## src/verilog/ccu_defs.svh

```systemverilog
// register map, field positions, mode codes and reset values of the unit
`ifndef CCU_DEFS_SVH
`define CCU_DEFS_SVH

// register map: address bit 4 picks the unit, bits 3:2 the register
`define CCU_UNIT_BIT       4
`define CCU_OFF_CTRL       4'h0
`define CCU_OFF_VALUE_LOW  4'h4
`define CCU_OFF_VALUE_HIGH 4'h8
`define CCU_OFF_FLAG       4'hC
`define CCU_ENH_IDX        0
`define CCU_PLAIN_IDX      1

// reset values
`define CCU_CTRL_RESET     8'h00
`define CCU_VALUE_RESET    16'h0000
`define CCU_OE_N_RESET     4'hF

// control field positions and masks
`define CCU_FLAG_BIT       0
`define CCU_PLAIN_MASK     8'h3F

// mode codes
`define CCU_MODE_OFF       4'h0
`define CCU_MODE_TOGGLE    4'h2
`define CCU_MODE_FALL      4'h4
`define CCU_MODE_RISE      4'h5
`define CCU_MODE_RISE4     4'h6
`define CCU_MODE_RISE16    4'h7
`define CCU_MODE_SET       4'h8
`define CCU_MODE_CLEAR     4'h9
`define CCU_MODE_SOFT      4'hA
`define CCU_MODE_SPECIAL   4'hB

// capture prescaler terminal counts
`define CCU_PRESC_4_LAST   2'h3
`define CCU_PRESC_16_LAST  4'hF

// output configuration codes
`define CCU_CFG_SINGLE     2'h0
`define CCU_CFG_FULL_FWD   2'h1
`define CCU_CFG_HALF       2'h2
`define CCU_CFG_FULL_REV   2'h3

// bus responses
`define CCU_RESP_OKAY      2'h0
`define CCU_RESP_SLVERR    2'h2

`endif

```

## src/verilog/ccu_pkg.sv

```systemverilog
// types shared by the capture/compare unit
`default_nettype none
package ccu_pkg;

    typedef struct packed {
        logic [7:0]  awaddr;
        logic        awvalid;
        logic [31:0] wdata;
        logic [3:0]  wstrb;
        logic        wvalid;
        logic        bready;
        logic [7:0]  araddr;
        logic        arvalid;
        logic        rready;
    } ccu_axi_req_t;

    typedef struct packed {
        logic        awready;
        logic        wready;
        logic [1:0]  bresp;
        logic        bvalid;
        logic        arready;
        logic [31:0] rdata;
        logic [1:0]  rresp;
        logic        rvalid;
    } ccu_axi_rsp_t;

    typedef enum logic [3:0] {
        CCU_OFF, CCU_CAPTURE, CCU_CMP_SET, CCU_CMP_CLR, CCU_CMP_TOG,
        CCU_CMP_SOFT, CCU_CMP_SPECIAL, CCU_WAVE, CCU_RESERVED
    } ccu_kind_t;

    typedef struct packed {
        logic [7:0]  ctrl;
        logic [15:0] value;
        logic        flag;
        logic        out_latch;
        logic [3:0]  presc;
        logic [2:0]  pin_sync;
        logic        pin_level;
        logic        match_q;
        logic        rst_pending;
        logic [3:0]  pin_out;
        logic [3:0]  pin_oe_n;
    } ccu_unit_t;

    typedef struct packed {
        ccu_unit_t [1:0] unit;
        logic            awpend;
        logic [7:0]      awaddr;
        logic            wpend;
        logic [31:0]     wdata;
        logic [3:0]      wstrb;
        ccu_axi_rsp_t    rsp;
        logic            tmr_rst;
        logic            adc_start;
    } ccu_state_t;

endpackage : ccu_pkg
`default_nettype wire

```

## src/verilog/ccu_top.sv

```systemverilog
// capture/compare unit pair (enhanced and plain) with an AXI4-Lite slave
//
// Contract
// - Mode 0000 turns a unit off, clearing prescaler, output and match.
// - Capture on falling, rising, every 4th or every 16th rising pin edge.
// - Each capture copies the whole 16-bit timer count into the value pair.
// - A capture sets the unit flag; only a software write clears it.
// - A new capture overwrites the stored value with no overrun sign.
// - Prescaler counter clears when off, outside capture modes, and on reset.
// - Prescaler setting changes keep the counter; a false capture may follow.
// - Edges are seen on the pin level even while the pin is driven.
// - Compare modes keep comparing the 16-bit value pair with the timer.
// - Match drives output high in 1000, low in 1001; both set the flag.
// - Mode 1010 match sets only the flag; pin untouched.
// - Mode 1011 match sets flag, resets timer, starts conversion; no pin.
// - Enhanced unit toggles output on match in 0010; reserved in plain.
// - Codes 0001 and 0011 select no function in either unit.
// - Codes 11xx select waveform; in the enhanced unit mode bits 1 and 0 invert A/C and B/D, the plain unit drives the wave uninverted.
// - Control bits 5-4 hold duty low bits, ignored in capture and compare.
// - Output config bits 7-6 act only in waveform mode; else A is the pin.
// - Trigger fires on match; timer reset waits for the next timer tick.
// - Clearing the control register forces the compare output latch low.
`timescale 1ns/1ps
`default_nettype none
`include "ccu_defs.svh"

module ccu_top (
    // clock and reset
    input  wire logic                  sys_clk,
    input  wire logic                  reset,
    // register bus
    input  wire ccu_pkg::ccu_axi_req_t axi_req,
    output var  ccu_pkg::ccu_axi_rsp_t axi_rsp,
    // timer one
    input  wire logic [15:0]           timer_one_count,
    input  wire logic                  timer_one_tick,
    output logic                       timer_one_reset,
    output logic                       adc_start,
    // pins: index 0 enhanced (out_a), index 1 plain
    input  wire logic [1:0]            pin_in,
    input  wire logic [1:0]            pwm_wave,
    output logic [3:0]                 enh_pin_out,
    output logic [3:0]                 enh_pin_oe_n,
    output logic                       plain_pin_out,
    output logic                       plain_pin_oe_n,
    // flags toward the interrupt flag register
    output logic [1:0]                 cc_irq_flag
);

    ccu_pkg::ccu_state_t s_q;
    ccu_pkg::ccu_state_t s_d;

    // classify a mode code for one unit
    function automatic ccu_pkg::ccu_kind_t mode_kind(input logic [3:0] mode,
                                                      input logic       enh);
        ccu_pkg::ccu_kind_t k;
        k = ccu_pkg::CCU_RESERVED;
        if (mode == `CCU_MODE_OFF) begin
            k = ccu_pkg::CCU_OFF;
        end else if (mode[3:2] == 2'b01) begin
            k = ccu_pkg::CCU_CAPTURE;
        end else if (mode[3:2] == 2'b11) begin
            k = ccu_pkg::CCU_WAVE;
        end else if (mode == `CCU_MODE_SET) begin
            k = ccu_pkg::CCU_CMP_SET;
        end else if (mode == `CCU_MODE_CLEAR) begin
            k = ccu_pkg::CCU_CMP_CLR;
        end else if (mode == `CCU_MODE_SOFT) begin
            k = ccu_pkg::CCU_CMP_SOFT;
        end else if (mode == `CCU_MODE_SPECIAL) begin
            k = ccu_pkg::CCU_CMP_SPECIAL;
        end else if (mode == `CCU_MODE_TOGGLE && enh) begin
            k = ccu_pkg::CCU_CMP_TOG;
        end
        return k;
    endfunction : mode_kind

    function automatic logic is_compare(input ccu_pkg::ccu_kind_t k);
        return k inside {ccu_pkg::CCU_CMP_SET, ccu_pkg::CCU_CMP_CLR,
                         ccu_pkg::CCU_CMP_TOG, ccu_pkg::CCU_CMP_SOFT,
                         ccu_pkg::CCU_CMP_SPECIAL};
    endfunction : is_compare

    // the map holds two units of four registers each
    function automatic logic addr_hit(input logic [7:0] addr);
        return addr[7:5] == 3'h0;
    endfunction : addr_hit

    logic                wr_fire;
    logic                wr_unit;
    logic [3:0]          wr_off;
    logic                enh;
    logic                pin_edge;
    logic                rise_edge;
    logic                fall_edge;
    logic                cap;
    logic                match;
    logic                match_rise;
    logic                wave;
    logic [3:0]          raw;
    logic                rd_unit;
    ccu_pkg::ccu_kind_t  kind;
    ccu_pkg::ccu_kind_t  kind_n;
    ccu_pkg::ccu_unit_t  u;
    ccu_pkg::ccu_unit_t  n;

    always_comb begin
        s_d        = s_q;
        wr_fire    = 1'b0;
        wr_unit    = 1'b0;
        wr_off     = 4'h0;
        enh        = 1'b0;
        pin_edge   = 1'b0;
        rise_edge  = 1'b0;
        fall_edge  = 1'b0;
        cap        = 1'b0;
        match      = 1'b0;
        match_rise = 1'b0;
        wave       = 1'b0;
        raw        = 4'h0;
        rd_unit    = 1'b0;
        kind       = ccu_pkg::CCU_OFF;
        kind_n     = ccu_pkg::CCU_OFF;
        u          = s_q.unit[0];
        n          = s_q.unit[0];
        s_d.tmr_rst   = 1'b0;
        s_d.adc_start = 1'b0;

        // write address and data are taken in either order
        if (axi_req.awvalid && s_q.rsp.awready) begin
            s_d.awpend = 1'b1;
            s_d.awaddr = axi_req.awaddr;
        end
        if (axi_req.wvalid && s_q.rsp.wready) begin
            s_d.wpend = 1'b1;
            s_d.wdata = axi_req.wdata;
            s_d.wstrb = axi_req.wstrb;
        end
        if (s_q.rsp.bvalid && axi_req.bready) begin
            s_d.rsp.bvalid = 1'b0;
        end
        if (s_q.awpend && s_q.wpend && !s_q.rsp.bvalid) begin
            wr_fire        = addr_hit(s_q.awaddr) && s_q.wstrb[0];
            wr_unit        = s_q.awaddr[`CCU_UNIT_BIT];
            wr_off         = {s_q.awaddr[3:2], 2'b00};
            s_d.awpend     = 1'b0;
            s_d.wpend      = 1'b0;
            s_d.rsp.bvalid = 1'b1;
            s_d.rsp.bresp  = addr_hit(s_q.awaddr) ? `CCU_RESP_OKAY
                                                   : `CCU_RESP_SLVERR;
        end

        for (int i = 0; i < 2; i++) begin
            u   = s_q.unit[i];
            n   = u;
            enh = (i == `CCU_ENH_IDX);
            kind = mode_kind(u.ctrl[3:0], enh);

            // three-flop synchronizer; change counts once 2nd and 3rd agree
            n.pin_sync = {u.pin_sync[1:0], pin_in[i]};
            pin_edge   = (u.pin_sync[1] == u.pin_sync[2]) &&
                         (u.pin_sync[2] != u.pin_level);
            rise_edge  = pin_edge && u.pin_sync[2];
            fall_edge  = pin_edge && !u.pin_sync[2];
            if (pin_edge) begin
                n.pin_level = u.pin_sync[2];
            end

            // capture event qualification
            cap = 1'b0;
            if (kind == ccu_pkg::CCU_CAPTURE) begin
                unique case (u.ctrl[1:0])
                    2'b00: cap = fall_edge;
                    2'b01: cap = rise_edge;
                    2'b10: begin
                        if (rise_edge) begin
                            n.presc = u.presc + 4'h1;
                            if (u.presc[1:0] == `CCU_PRESC_4_LAST) begin
                                cap     = 1'b1;
                                n.presc = 4'h0;
                            end
                        end
                    end
                    2'b11: begin
                        if (rise_edge) begin
                            n.presc = u.presc + 4'h1;
                            if (u.presc == `CCU_PRESC_16_LAST) begin
                                cap     = 1'b1;
                                n.presc = 4'h0;
                            end
                        end
                    end
                endcase
            end
            if (cap) begin
                n.value = timer_one_count;
                n.flag  = 1'b1;
            end

            // compare against the timer, acting once per new match
            match      = (timer_one_count == u.value) && is_compare(kind);
            match_rise = match && !u.match_q;
            n.match_q  = match;
            if (match_rise) begin
                n.flag = 1'b1;
                unique case (kind)
                    ccu_pkg::CCU_CMP_SET:     n.out_latch = 1'b1;
                    ccu_pkg::CCU_CMP_CLR:     n.out_latch = 1'b0;
                    ccu_pkg::CCU_CMP_TOG:     n.out_latch = !u.out_latch;
                    ccu_pkg::CCU_CMP_SPECIAL: begin
                        s_d.adc_start = 1'b1;
                        n.rst_pending = 1'b1;
                    end
                    default: ;
                endcase
            end
            // timer reset lands on the next tick, dropped if the match goes
            if (u.rst_pending) begin
                if (!match) begin
                    n.rst_pending = 1'b0;
                end else if (timer_one_tick) begin
                    s_d.tmr_rst   = 1'b1;
                    n.rst_pending = 1'b0;
                end
            end

            // software writes; hardware capture and flag set win
            if (wr_fire && wr_unit == i[0]) begin
                unique case (wr_off)
                    `CCU_OFF_CTRL: begin
                        n.ctrl = enh ? s_q.wdata[7:0]
                                     : s_q.wdata[7:0] & `CCU_PLAIN_MASK;
                    end
                    `CCU_OFF_VALUE_LOW: begin
                        if (!cap) begin
                            n.value[7:0] = s_q.wdata[7:0];
                        end
                    end
                    `CCU_OFF_VALUE_HIGH: begin
                        if (!cap) begin
                            n.value[15:8] = s_q.wdata[7:0];
                        end
                    end
                    `CCU_OFF_FLAG: begin
                        if (s_q.wdata[`CCU_FLAG_BIT] && !cap &&
                            !match_rise) begin
                            n.flag = 1'b0;
                        end
                    end
                    default: ;
                endcase
            end

            kind_n = mode_kind(n.ctrl[3:0], enh);
            if (kind_n != ccu_pkg::CCU_CAPTURE) begin
                n.presc = 4'h0;
            end
            if (!is_compare(kind_n)) begin
                n.rst_pending = 1'b0;
                n.match_q     = 1'b0;
            end
            if (n.ctrl == `CCU_CTRL_RESET) begin
                n.out_latch   = 1'b0;
                n.presc       = 4'h0;
                n.rst_pending = 1'b0;
            end

            // pin drive; duty low bits are not used here
            wave       = pwm_wave[i];
            n.pin_out  = 4'h0;
            n.pin_oe_n = `CCU_OE_N_RESET;
            if (kind_n inside {ccu_pkg::CCU_CMP_SET, ccu_pkg::CCU_CMP_CLR,
                               ccu_pkg::CCU_CMP_TOG}) begin
                n.pin_out  = {3'b000, n.out_latch};
                n.pin_oe_n = 4'hE;
            end else if (kind_n == ccu_pkg::CCU_WAVE && !enh) begin
                n.pin_out  = {3'b000, wave};
                n.pin_oe_n = 4'hE;
            end else if (kind_n == ccu_pkg::CCU_WAVE) begin
                // raw is {d, c, b, a}
                unique case (n.ctrl[7:6])
                    `CCU_CFG_SINGLE: begin
                        raw        = {3'b000, wave};
                        n.pin_oe_n = 4'hE;
                    end
                    `CCU_CFG_FULL_FWD: begin
                        raw        = {wave, 1'b0, 1'b0, 1'b1};
                        n.pin_oe_n = 4'h0;
                    end
                    `CCU_CFG_HALF: begin
                        raw        = {1'b0, 1'b0, !wave, wave};
                        n.pin_oe_n = 4'hC;
                    end
                    `CCU_CFG_FULL_REV: begin
                        raw        = {1'b0, 1'b1, wave, 1'b0};
                        n.pin_oe_n = 4'h0;
                    end
                endcase
                n.pin_out = raw ^ {n.ctrl[0], n.ctrl[1],
                                   n.ctrl[0], n.ctrl[1]};
            end
            s_d.unit[i] = n;
        end

        // read channel
        if (s_q.rsp.rvalid && axi_req.rready) begin
            s_d.rsp.rvalid = 1'b0;
        end
        if (axi_req.arvalid && s_q.rsp.arready) begin
            rd_unit        = axi_req.araddr[`CCU_UNIT_BIT];
            u              = s_q.unit[rd_unit];
            s_d.rsp.rvalid = 1'b1;
            s_d.rsp.rdata  = 32'h0000_0000;
            s_d.rsp.rresp  = `CCU_RESP_SLVERR;
            if (addr_hit(axi_req.araddr)) begin
                s_d.rsp.rresp = `CCU_RESP_OKAY;
                unique case ({axi_req.araddr[3:2], 2'b00})
                    `CCU_OFF_CTRL:       s_d.rsp.rdata[7:0] = u.ctrl;
                    `CCU_OFF_VALUE_LOW:  s_d.rsp.rdata[7:0] = u.value[7:0];
                    `CCU_OFF_VALUE_HIGH: s_d.rsp.rdata[7:0] = u.value[15:8];
                    `CCU_OFF_FLAG:       s_d.rsp.rdata[0]   = u.flag;
                    default: ;
                endcase
            end
        end

        s_d.rsp.awready = !s_d.awpend && !s_d.rsp.bvalid;
        s_d.rsp.wready  = !s_d.wpend && !s_d.rsp.bvalid;
        s_d.rsp.arready = !s_d.rsp.rvalid;
    end

    always_ff @(posedge sys_clk) begin
        if (reset) begin
            s_q <= '0;
            for (int i = 0; i < 2; i++) begin
                s_q.unit[i].ctrl     <= `CCU_CTRL_RESET;
                s_q.unit[i].value    <= `CCU_VALUE_RESET;
                s_q.unit[i].presc    <= 4'h0;
                s_q.unit[i].pin_oe_n <= `CCU_OE_N_RESET;
            end
        end else begin
            s_q <= s_d;
        end
    end

    assign axi_rsp         = s_q.rsp;
    assign timer_one_reset = s_q.tmr_rst;
    assign adc_start       = s_q.adc_start;
    assign enh_pin_out     = s_q.unit[`CCU_ENH_IDX].pin_out;
    assign enh_pin_oe_n    = s_q.unit[`CCU_ENH_IDX].pin_oe_n;
    assign plain_pin_out   = s_q.unit[`CCU_PLAIN_IDX].pin_out[0];
    assign plain_pin_oe_n  = s_q.unit[`CCU_PLAIN_IDX].pin_oe_n[0];
    assign cc_irq_flag     = {s_q.unit[`CCU_PLAIN_IDX].flag,
                              s_q.unit[`CCU_ENH_IDX].flag};

endmodule : ccu_top
`default_nettype wire

```

## config.mk

```make
export PLATFORM = sky130hd
export DESIGN_NAME = ccu_top
export DESIGN_NICKNAME = d
export VERILOG_FILES = /design/src/verilog/ccu_pkg.sv /design/src/verilog/ccu_top.sv
export VERILOG_INCLUDE_DIRS = /design/src /design/src/verilog
export SDC_FILE = /design/constraint.sdc
export NUM_CORES = 1
export LEC_CHECK = 0
export BUFFER_PORTS_ARGS = -buffer_cell sky130_fd_sc_hd__buf_4
export CAP_MARGIN = 20
export CELL_PAD_IN_SITES_DETAIL_PLACEMENT = 0
export CELL_PAD_IN_SITES_GLOBAL_PLACEMENT = 1
export CORE_MARGIN = 5
export CORE_UTILIZATION = 44
export DETAILED_ROUTE_END_ITERATION = 12
export HOLD_SLACK_MARGIN = 0.08
export PLACE_DENSITY_LB_ADDON = 0.1
export SYNTH_ARGS = -nofsm -noshare
export SYNTH_HDL_FRONTEND = slang
export SYNTH_SLANG_ARGS = --single-unit
```

## constraint.sdc

```tcl
create_clock -name sys_clk -period 3.6 [get_ports sys_clk]
set_clock_uncertainty 0.05 [all_clocks]
set_input_delay 0.18 -clock sys_clk [delete_from_list [all_inputs] [get_ports sys_clk]]
set_output_delay 0.18 -clock sys_clk [all_outputs]
set_load 0.05 [all_outputs]
```

==> results of run 1 <==
-- per-stage QoR --
step	hold WS, ns	setup slack (ns)	cells	utilization, %
2_1_floorplan	0.258	1.16	780	-
3_3_place_gp	0.340	0.845	941	47.7
3_5_place_dp	0.348	0.806	941	47.7
4_1_cts	0.0855	0.789	1014	54.8
5_1_grt	0.126	0.581	1014	54.8
6_report	0.0890	0.791	1014	54.8
-- cell families (layout without fill, tap and decap cells) --
logic type,count (synthesis),in the layout
simple gates,275,275
compound gates,147,147
flops,115,115
buf+inv,113,167
mux,63,63
xor+xnor,37,37
fa+ha+maj,4,4
other cells,1,26
-- worst min-delay path, cell delays in order --
cell     delay, ns
buf_4         0.12
a21oi_1       0.08
nor3_1        0.12
-- power groups by stage --
stage / sequential (mW) / combinational, mW / clock, mW
after CTS: 1.33 / 0.301 / 1.62
after global placement: 1.35 / 0.264 / 0
after detailed placement: 1.35 / 0.265 / 0
after floorplan: 1.33 / 0.219 / 0
final: 1.33 / 0.303 / 1.59
after global routing: 1.33 / 0.324 / 1.68
-- metal layers --
metal  vias to the layer above  wire, µm  share of wire, %
li1                       2739         -                 -
met3                        30      1340               7.6
met4                         0       406               2.3
met5                         -         0                 0
met2                       227      8190                46
met1                      2629      7690                44
-- placed cells by master, fill, tap and decap left out, drive strengths merged, types with 24 or more instances in the layout --
| cell type | instances |
|---|---|
| a211oi | 39 |
| a21oi | 47 |
| buf | 84 |
| clkbuf | 24 |
| conb | 26 |
| dfxtp | 115 |
| dlygate4sd3 | 43 |
| mux2i | 57 |
| nand2 | 82 |
| nor2 | 69 |
-- state kept, by name, summed over array words and instances (netlist names) --
signal	flops
s_q	83
axi_rsp	15
enh_pin_out	4
enh_pin_oe_n	3
cc_irq_flag	2
n	2
s_d	2
adc_start	1
plain_pin_oe_n	1
plain_pin_out	1
timer_one_reset	1
-- cells in the mapped netlist (5+ instances only) --
| master | n |
|---|---|
| a211o_1 | 5 |
| a211oi_1 | 39 |
| a21oi_1 | 47 |
| a31oi_1 | 7 |
| buf_4 | 52 |
| clkbuf_1 | 44 |
| dfxtp_1 | 115 |
| inv_1 | 10 |
| mux2_2 | 6 |
| mux2i_1 | 57 |
| nand2_1 | 82 |
| nand2b_1 | 6 |
| nand3_1 | 20 |
| nand3b_1 | 5 |
| nand4_1 | 7 |
| nor2_1 | 69 |
| nor2b_1 | 18 |
| nor3_1 | 11 |
| nor3b_1 | 7 |
| nor4_1 | 11 |
| o211ai_1 | 14 |
| o21ai_0 | 15 |
| or3_1 | 9 |
| or4_1 | 5 |
| xnor2_1 | 19 |
| xor2_1 | 18 |
-- what timing repair did --
| action | CTS | global route |
|---|---|---|
| hold buffers | 43 | 0 |
| endpoints found under the hold margin | 55 | 0 |
| gates resized for setup | 0 | 0 |
| setup buffers | 0 | 0 |
-- worst max-delay path by stage --
| stage | from | end | slack, ns | cells past startpoint |
|---|---|---|---|---|
| 6_report | s_q[87]$_SDFFE_PP0P_ | enh_pin_out[0]$_SDFF_PP0_ | 0.79 | 5 |
| 5_1_grt | s_q[126]$_SDFF_PP0_ | s_q[97]$_SDFF_PP0_ | 0.58 | 5 |
| 4_1_cts | s_q[87]$_SDFFE_PP0P_ | enh_pin_out[0]$_SDFF_PP0_ | 0.79 | 5 |
| 3_5_place_dp | s_q[87]$_SDFFE_PP0P_ | enh_pin_out[0]$_SDFF_PP0_ | 0.81 | 5 |
| 3_3_place_gp | s_q[87]$_SDFFE_PP0P_ | enh_pin_out[0]$_SDFF_PP0_ | 0.85 | 5 |
| 2_1_floorplan | s_q[87]$_SDFFE_PP0P_ | enh_pin_out[0]$_SDFF_PP0_ | 1.16 | 7 |
-- cell type report --
type	count	share of cell area, %
repair buffers	127	13.9
multi-input cells	552	45.3
clock buffers	24	6.18
clock inverters	6	1.05
well taps	180	2.95
flip-flops and latches	115	30.2
inverters	10	0.492
==> impl_metrics.env, run 1 <==
export IMPL_io_pins=135
export IMPL_drc_errors=0
export IMPL_cp_slowest_cell="or4_1"
export IMPL_antenna_found_initial=0
export IMPL_cts_sinks=115
export IMPL_status="finished, final reports clean"
export IMPL_power_frac_clock_pct=49.4
export IMPL_syn_area_per_cell_um2=8.33
export IMPL_end_kind="flop"
export IMPL_drtAntennaViolNets=0
export IMPL_intPower_mw=2.45
export IMPL_worst_ep_required_time_ns=3.87
export IMPL_r2r_end="enh_pin_out[0]$_SDFF_PP0_"
export IMPL_cp_start_kind="flop"
export IMPL_wire_per_inst_um=17.4
export IMPL_io_buffers=77
export IMPL_cts_inserted_buffers=17
export IMPL_grt_first_pass_wirelength_um=27900
export IMPL_max_stage_delay_ns=0.79
export IMPL_crit_path_max_fanout=14
export IMPL_tightest_slew_ns=1.04
export IMPL_power_switching_mw=0.775
export IMPL_slew_violations=0
export IMPL_synth_ff_type="dfxtp_1"
export IMPL_path_buf_inv=0
export IMPL_timing_final_crit_share_pct=78.0
export IMPL_synth_cell_types=54
export IMPL_htreeDepth=4
export IMPL_hp_start="axi_req[48]"
export IMPL_muxShareOfSynthArea_pct=10.1
export IMPL_dieWidth_um=130
export IMPL_layout_min_cycle_time_ns=2.81
export IMPL_use_met2_pct=34.1
export IMPL_num_antenna_cells=0
export IMPL_grt_use_met3_pct=4.62
export IMPL_path_class="reg -> reg"
export IMPL_seqCellArea_um2=2300
export IMPL_n_fill_cell=1317
export IMPL_grt_pass1_vias=5226
export IMPL_dr_pass1_iters=5
export IMPL_ys_seq_area_share_pct=36.6
export IMPL_hold_end="s_q[88]$_SDFF_PP0_"
export IMPL_cts_buffer_depth=2
export IMPL_setup_tns_ns=0
export IMPL_gr_usage_all_layers_pct=21.4
export IMPL_regToRegSetupSlack_ns=0.79
export IMPL_hold_viol=0
export IMPL_yosysWarnings=0
export IMPL_synthTopCellsByArea="dfxtp_1, mux2i_1, buf_4, nand2_1, a211oi_1"
export IMPL_synth_top_cell_by_area="dfxtp_1"
export IMPL_ir_drop_uv=292
export IMPL_power_density_nw_per_um2=422
export IMPL_postSynthCellCount=755
export IMPL_fp_coreArea_um2=13900
export IMPL_clkLatencyLatePin_ns=0.41
export IMPL_drive_gt1_share_pct=15.1
export IMPL_p_comb_share_pct=9.4
export IMPL_final_nets=907
export IMPL_gr_usage_met1_pct=28.5
export IMPL_r2r_cells=5
export IMPL_die_area_um2=16800
export IMPL_reg2reg_from="s_q[87]$_SDFFE_PP0P_"
export IMPL_hp_class="in -> reg"
export IMPL_synth_area_um2=6290
export IMPL_relSlewSlack_pct=30.5
export IMPL_max_cap_viol_count=0
export IMPL_critPathArrivalTime_ns=3.08
export IMPL_cp_cell_sequence="or4b_1 -> or4_1 -> or4b_1 -> o21a_1 -> o221ai_2"
export IMPL_cp_common_cell="or4b_1"
export IMPL_gr_max_usage_layer="met2"
export IMPL_path_delay_family="simple AND/OR/NAND/NOR gates"
export IMPL_yosysTopAreaCellShare_pct=36.6
export IMPL_dieHeight_um=130
export IMPL_grt_max_degree=100
export IMPL_fmax_mhz=356
export IMPL_cts_tree="built"
export IMPL_cts_root_buffer="clkbuf_16"
export IMPL_synthAdderAreaFrac_pct=0.796
export IMPL_synth_top_family_by_area="simple AND/OR/NAND/NOR gates"
export IMPL_swShare_pct=24.1
export IMPL_p_leak_nw=2.96
export IMPL_synth_seq_cells=115
export IMPL_overflow=0
export IMPL_setup_viol=0
export IMPL_cts_clk_slew_worst_paths_ns=0.05
export IMPL_p_seq_share_pct=41.2
export IMPL_wl_um=17600
export IMPL_gp_congestion=0.844
export IMPL_vias=5625
export IMPL_initial_core_util_pct=45.1
export IMPL_multiInputGateArea_um2=3460
export IMPL_synthToLayoutAreaGrowth_pct=21.4
export IMPL_power_mw=3.22
export IMPL_rows=43
export IMPL_dpl_cell_area_um2=6650
export IMPL_final_area_um2=7630
export IMPL_rsz0062_at_grt="false"
export IMPL_hpwlAfterDp_um=12200
export IMPL_ys_async_sr_fraction_pct=0
export IMPL_drt_initial_drc_count=459
export IMPL_synth_compound_area_share_pct=15.5
export IMPL_hold_depth=3
export IMPL_synth_edf_count=0
export IMPL_synth_simple_area_share_pct=21.8
export IMPL_synth_xor_area_share_pct=5.15
export IMPL_viasPerCell=5.55
(Power assumes the default switching activity.)
==> run 2: changes to the inputs <==
- CORE_UTILIZATION: 44 -> 37
- clock period: 3.6 -> 2.55 ns (I/O delays scaled with it)
==> impl_metrics.env, run 2 (synthesis gave the netlist of run 1 again) <==
export IMPL_n_fill_cell=1677
export IMPL_gp_congestion=0.887
export IMPL_grt_max_degree=57
export IMPL_synthToLayoutAreaGrowth_pct=26.1
export IMPL_path_buf_inv=2
export IMPL_path_class="reg -> reg"
export IMPL_cts_root_buffer="clkbuf_16"
export IMPL_end_kind="flop"
export IMPL_cts_sinks=115
export IMPL_cp_cell_sequence="or4b_1 -> buf_4 -> or3_1 -> nor3b_1 -> buf_4 -> mux2i_1 -> a211oi_1"
export IMPL_crit_path_max_fanout=8
export IMPL_path_delay_family="simple AND/OR/NAND/NOR gates"
export IMPL_power_switching_mw=1.13
export IMPL_dieHeight_um=140
export IMPL_wl_um=19300
export IMPL_drive_gt1_share_pct=18.0
export IMPL_max_stage_delay_ns=0.59
export IMPL_slew_violations=0
export IMPL_status="finished, final reports clean"
export IMPL_timing_final_crit_share_pct=95.6
export IMPL_power_frac_clock_pct=49.9
export IMPL_setup_tns_ns=0
export IMPL_cts_inserted_buffers=17
export IMPL_gr_usage_all_layers_pct=19.6
export IMPL_grt_pass1_vias=5503
export IMPL_vias=5638
export IMPL_p_seq_share_pct=39.9
export IMPL_hp_class="in -> reg"
export IMPL_top_register="s_q"
export IMPL_cp_slowest_cell="or4b_1"
export IMPL_hp_start="axi_req[9]"
export IMPL_rows=47
export IMPL_num_antenna_cells=0
export IMPL_critPathArrivalTime_ns=2.67
export IMPL_p_leak_nw=3.11
export IMPL_most_common_layout_cells="dfxtp_1, buf_4, nand2_1"
export IMPL_final_common_cell="dfxtp_1"
export IMPL_drc_errors=0
export IMPL_clkLatencyLatePin_ns=0.41
export IMPL_swShare_pct=24.2
export IMPL_cts_buffer_depth=2
export IMPL_initial_core_util_pct=37.8
export IMPL_worst_ep_required_time_ns=2.78
export IMPL_max_cap_viol_count=0
export IMPL_cts_tree="built"
export IMPL_tightest_slew_ns=0.654
export IMPL_hpwlAfterDp_um=14100
export IMPL_power_density_nw_per_um2=586
export IMPL_post_cts_buffers=0
export IMPL_dieWidth_um=140
export IMPL_drtAntennaViolNets=0
export IMPL_relSlewSlack_pct=56.3
export IMPL_ir_drop_uv=425
export IMPL_die_area_um2=19700
export IMPL_rsz0062_at_grt="false"
export IMPL_cp_start_kind="flop"
export IMPL_setup_viol=0
export IMPL_final_nets=935
export IMPL_fp_coreArea_um2=16600
export IMPL_dr_pass1_iters=5
export IMPL_reg2reg_from="s_q[87]$_SDFFE_PP0P_"
export IMPL_drt_initial_drc_count=420
export IMPL_cts_clk_slew_worst_paths_ns=0.05
export IMPL_p_comb_share_pct=10.2
export IMPL_grt_first_pass_wirelength_um=30500
export IMPL_io_buffers=77
export IMPL_crit_start="s_q[87]$_SDFFE_PP0P_"
export IMPL_overflow=0
export IMPL_antenna_found_initial=0
export IMPL_fmax_mhz=410
export IMPL_power_mw=4.65
export IMPL_intPower_mw=3.53
export IMPL_hold_viol=0
export IMPL_viasPerCell=5.21
export IMPL_htreeDepth=4
export IMPL_layout_min_cycle_time_ns=2.44
export IMPL_largest_reg_flops=83
export IMPL_cp_common_cell="buf_4"
export IMPL_wire_per_inst_um=17.9
export IMPL_io_pins=135
==> run 2: routing by layer <==
metal	wire length, µm	share of wire, %	track usage (%)	up-vias
met4	195	1.0	5.56	0
met2	9110	47	32.1	157
met1	9110	47	26.3	2673
met5	0	0	0	-
li1	-	-	-	2790
met3	920	4.8	3.61	18
==> run 2: timing repair <==
item,4_1_cts,5_1_grt
setup endpoints to repair,0,3
hold buffers,46,0
gates resized for setup,0,4
endpoints found under the hold margin,60,0
==> run 2: area by class of cell <==
class	count	area [µm²]	share of cell area [%]
multi-input combinational	552	3470	43.7
clock inverter	5	75.1	0.946
sequential	115	2300	29.0
clock buffer	25	495	6.25
inverter	10	37.5	0.473
timing repair buffer	155	1280	16.1
tap	220	275	3.47
==> run 2: through the flow <==
| stage | utilization [%] | instance area (µm²) | hold slack (ns) | instances | setup slack [ns] |
|---|---|---|---|---|---|
| after detailed placement | 41.4 | 6890 | 0.301 | 1006 | 0.0752 |
| after global placement | 41.4 | 6890 | 0.289 | 1006 | 0.106 |
| final | 47.7 | 7930 | 0.101 | 1082 | 0.112 |
| after CTS | 47.6 | 7920 | 0.0833 | 1082 | 0.0629 |
| after floorplan | - | 6380 | 0.206 | 780 | 0.113 |
| after global routing | 47.7 | 7930 | 0.155 | 1082 | 0.0154 |
==> run 2: final timing paths <==
path                                                end  slack (ns)  depth (start not counted)
worst max-delay path                s_q[119]$_SDFF_PP0_        0.11                          7
worst min-delay path            axi_rsp[3]$_SDFFE_PP0P_        0.10                          5
worst max register to register      s_q[119]$_SDFF_PP0_        0.11                          7
worst min register to register         n[13]$_SDFF_PP0_        0.39                          1
==> run 2: power groups by stage <==
stage / Clock, mW / Sequential [mW] / Combinational (mW)
2_1_floorplan: 0 / 1.88 / 0.309
3_3_place_gp: 0 / 1.89 / 0.415
3_5_place_dp: 0 / 1.89 / 0.416
4_1_cts: 2.37 / 1.85 / 0.471
5_1_grt: 2.44 / 1.86 / 0.507
6_report: 2.32 / 1.86 / 0.474
==> run 2: tightest hold or removal path, cell delays in order <==
cell	delay [ns]
buf_4	0.07
or3_1	0.12
nor2_1	0.06
o21ai_0	0.07
a21oi_1	0.06
==> run 3: changes to the inputs <==
- SETUP_SLACK_MARGIN: default -> 0.15
==> impl_metrics.env, run 3 (synthesis gave the netlist of run 1 again) <==
export IMPL_largest_reg_flops=83
export IMPL_gp_congestion=0.838
export IMPL_grt_first_pass_wirelength_um=30300
export IMPL_hold_viol=0
export IMPL_cts_root_buffer="clkbuf_16"
export IMPL_n_fill_cell=1618
export IMPL_worst_ep_required_time_ns=2.79
export IMPL_top_register="s_q"
export IMPL_fmax_mhz=426
export IMPL_final_area_um2=8120
export IMPL_final_common_cell="dfxtp_1"
export IMPL_io_pins=135
export IMPL_drive_gt1_share_pct=19.8
export IMPL_timing_final_crit_share_pct=92.1
export IMPL_tightest_slew_ns=0.718
export IMPL_gr_usage_met1_pct=26.4
export IMPL_dieWidth_um=140
export IMPL_status="finished, final reports clean"
export IMPL_grt_max_degree=54
export IMPL_wire_per_inst_um=17.6
export IMPL_rsz0062_at_grt="true"
export IMPL_relSlewSlack_pct=52.0
export IMPL_hp_class="in -> reg"
export IMPL_reg2reg_from="s_q[86]$_SDFFE_PP0P_"
export IMPL_fp_coreArea_um2=16600
export IMPL_cts_tree="built"
export IMPL_cp_start_kind="flop"
export IMPL_power_frac_clock_pct=53.8
export IMPL_regToRegSetupSlack_ns=0.20
export IMPL_ir_drop_uv=520
export IMPL_drc_errors=0
export IMPL_setup_viol=0
export IMPL_dpl_cell_area_um2=6880
export IMPL_r2r_cells=7
export IMPL_most_common_layout_cells="dfxtp_1, buf_4, nand2_1"
export IMPL_critPathArrivalTime_ns=2.59
export IMPL_overflow=0
export IMPL_critPathCapture="s_q[117]$_SDFF_PP0_"
export IMPL_hp_start="pwm_wave[1]"
export IMPL_max_cap_viol_count=0
export IMPL_wl_um=19200
export IMPL_cts_inserted_buffers=17
export IMPL_cts_clk_slew_worst_paths_ns=0.05
export IMPL_hpwlAfterDp_um=13600
export IMPL_clkLatencyLatePin_ns=0.42
export IMPL_vias=5634
export IMPL_use_met2_pct=30.2
export IMPL_power_density_nw_per_um2=622
export IMPL_slew_violations=0
export IMPL_crit_start="s_q[86]$_SDFFE_PP0P_"
export IMPL_cp_common_cell="buf_6"
export IMPL_cts_buffer_depth=2
export IMPL_max_stage_delay_ns=0.57
export IMPL_cp_slowest_cell="or4b_4"
export IMPL_swShare_pct=23.5
export IMPL_end_kind="flop"
export IMPL_setup_tns_ns=0
export IMPL_cts_sinks=115
export IMPL_p_leak_nw=3.19
export IMPL_power_switching_mw=1.19
export IMPL_seqCellArea_um2=2300
export IMPL_crit_path_max_fanout=8
export IMPL_path_class="reg -> reg"
export IMPL_gr_usage_all_layers_pct=19.5
export IMPL_cp_cell_sequence="or4b_4 -> buf_6 -> or3_4 -> nor3b_4 -> buf_6 -> mux2i_1 -> a211oi_2"
export IMPL_intPower_mw=3.86
export IMPL_dieHeight_um=140
export IMPL_die_area_um2=19700
export IMPL_grt_use_met3_pct=4.57
export IMPL_power_mw=5.05
export IMPL_viasPerCell=5.18
export IMPL_grt_pass1_vias=5429
export IMPL_dr_pass1_iters=7
export IMPL_io_buffers=77
export IMPL_drtAntennaViolNets=0
export IMPL_p_seq_share_pct=36.8
export IMPL_synthToLayoutAreaGrowth_pct=29.1
export IMPL_multiInputGateArea_um2=3510
export IMPL_drt_initial_drc_count=394
export IMPL_r2r_end="s_q[117]$_SDFF_PP0_"
export IMPL_htreeDepth=4
export IMPL_p_comb_share_pct=9.4
export IMPL_antenna_found_initial=0
export IMPL_rows=47
export IMPL_layout_min_cycle_time_ns=2.35
export IMPL_initial_core_util_pct=37.8
export IMPL_final_nets=939
export IMPL_gr_max_usage_layer="met2"
export IMPL_num_antenna_cells=0
==> run 3: cell types whose count changed in the layout (fill, tap and decap cells not counted), sizes merged <==
cell         previous run  this run
bufinv                  2         5
clkbuf                 25        23
clkinvlp                0         1
dlygate4sd3            46        47
buf                   109       112
==> run 3: power groups by stage <==
stage	Clock [mW]	Sequential, mW	Combinational, mW
4_1_cts	2.76	1.86	0.466
3_5_place_dp	0	1.90	0.409
5_1_grt	2.83	1.86	0.507
2_1_floorplan	0	1.88	0.310
6_report	2.72	1.86	0.473
3_3_place_gp	0	1.89	0.408
==> run 3: layer usage <==
metal / vias up / wire length [µm] / share of wire [%]
li1: 2800 / - / -
met1: 2612 / 8920 / 47
met2: 189 / 8520 / 44
met3: 33 / 1220 / 6.4
met4: 0 / 499 / 2.6
met5: - / 0 / 0
==> run 3: what timing repair did <==
item,4_1_cts,5_1_grt
resized for setup,2,13
endpoints found under the hold margin,60,0
pin swaps,0,6
endpoints found under the setup margin,16,20
hold buffers,47,0
gates cloned,0,0
buffers inserted,0,5
==> run 3: metrics by stage <==
step / util (%) / worst slack [ns] / instances / hold slack [ns]
global route: 48.8 / 0.117 / 1088 / 0.116
global placement: 41.3 / 0.140 / 1004 / 0.290
finish: 48.8 / 0.201 / 1088 / 0.103
floorplan: - / 0.138 / 780 / 0.206
detailed placement: 41.3 / 0.128 / 1004 / 0.293
CTS: 48.2 / 0.158 / 1083 / 0.101
==> run 3: layout make-up <==
| type | instances | area share (%) |
|---|---|---|
| clock buffer | 23 | 6.13 |
| sequential | 115 | 28.4 |
| tap | 220 | 3.39 |
| multi-input combinational | 552 | 43.2 |
| clock inverter | 9 | 2.13 |
| inverter | 10 | 0.462 |
| timing repair buffer | 159 | 16.3 |
==> run 3: critical path, delay by kind of cell (launching register included) <==
kind            cells  cell delay, ns
buf+inv             2            0.34
simple gates        3            1.20
flops               1            0.32
compound gates      1            0.09
mux                 1            0.23
==> run 3: worst min-delay path by stage <==
stage / end / slack (ns) / cells past startpoint
2_1_floorplan: n[12]$_SDFF_PP0_ / 0.21 / 1
3_3_place_gp: n[12]$_SDFF_PP0_ / 0.29 / 2
3_5_place_dp: n[12]$_SDFF_PP0_ / 0.29 / 2
4_1_cts: plain_pin_out$_SDFF_PP0_ / 0.10 / 3
5_1_grt: plain_pin_out$_SDFF_PP0_ / 0.12 / 3
6_report: plain_pin_out$_SDFF_PP0_ / 0.10 / 3
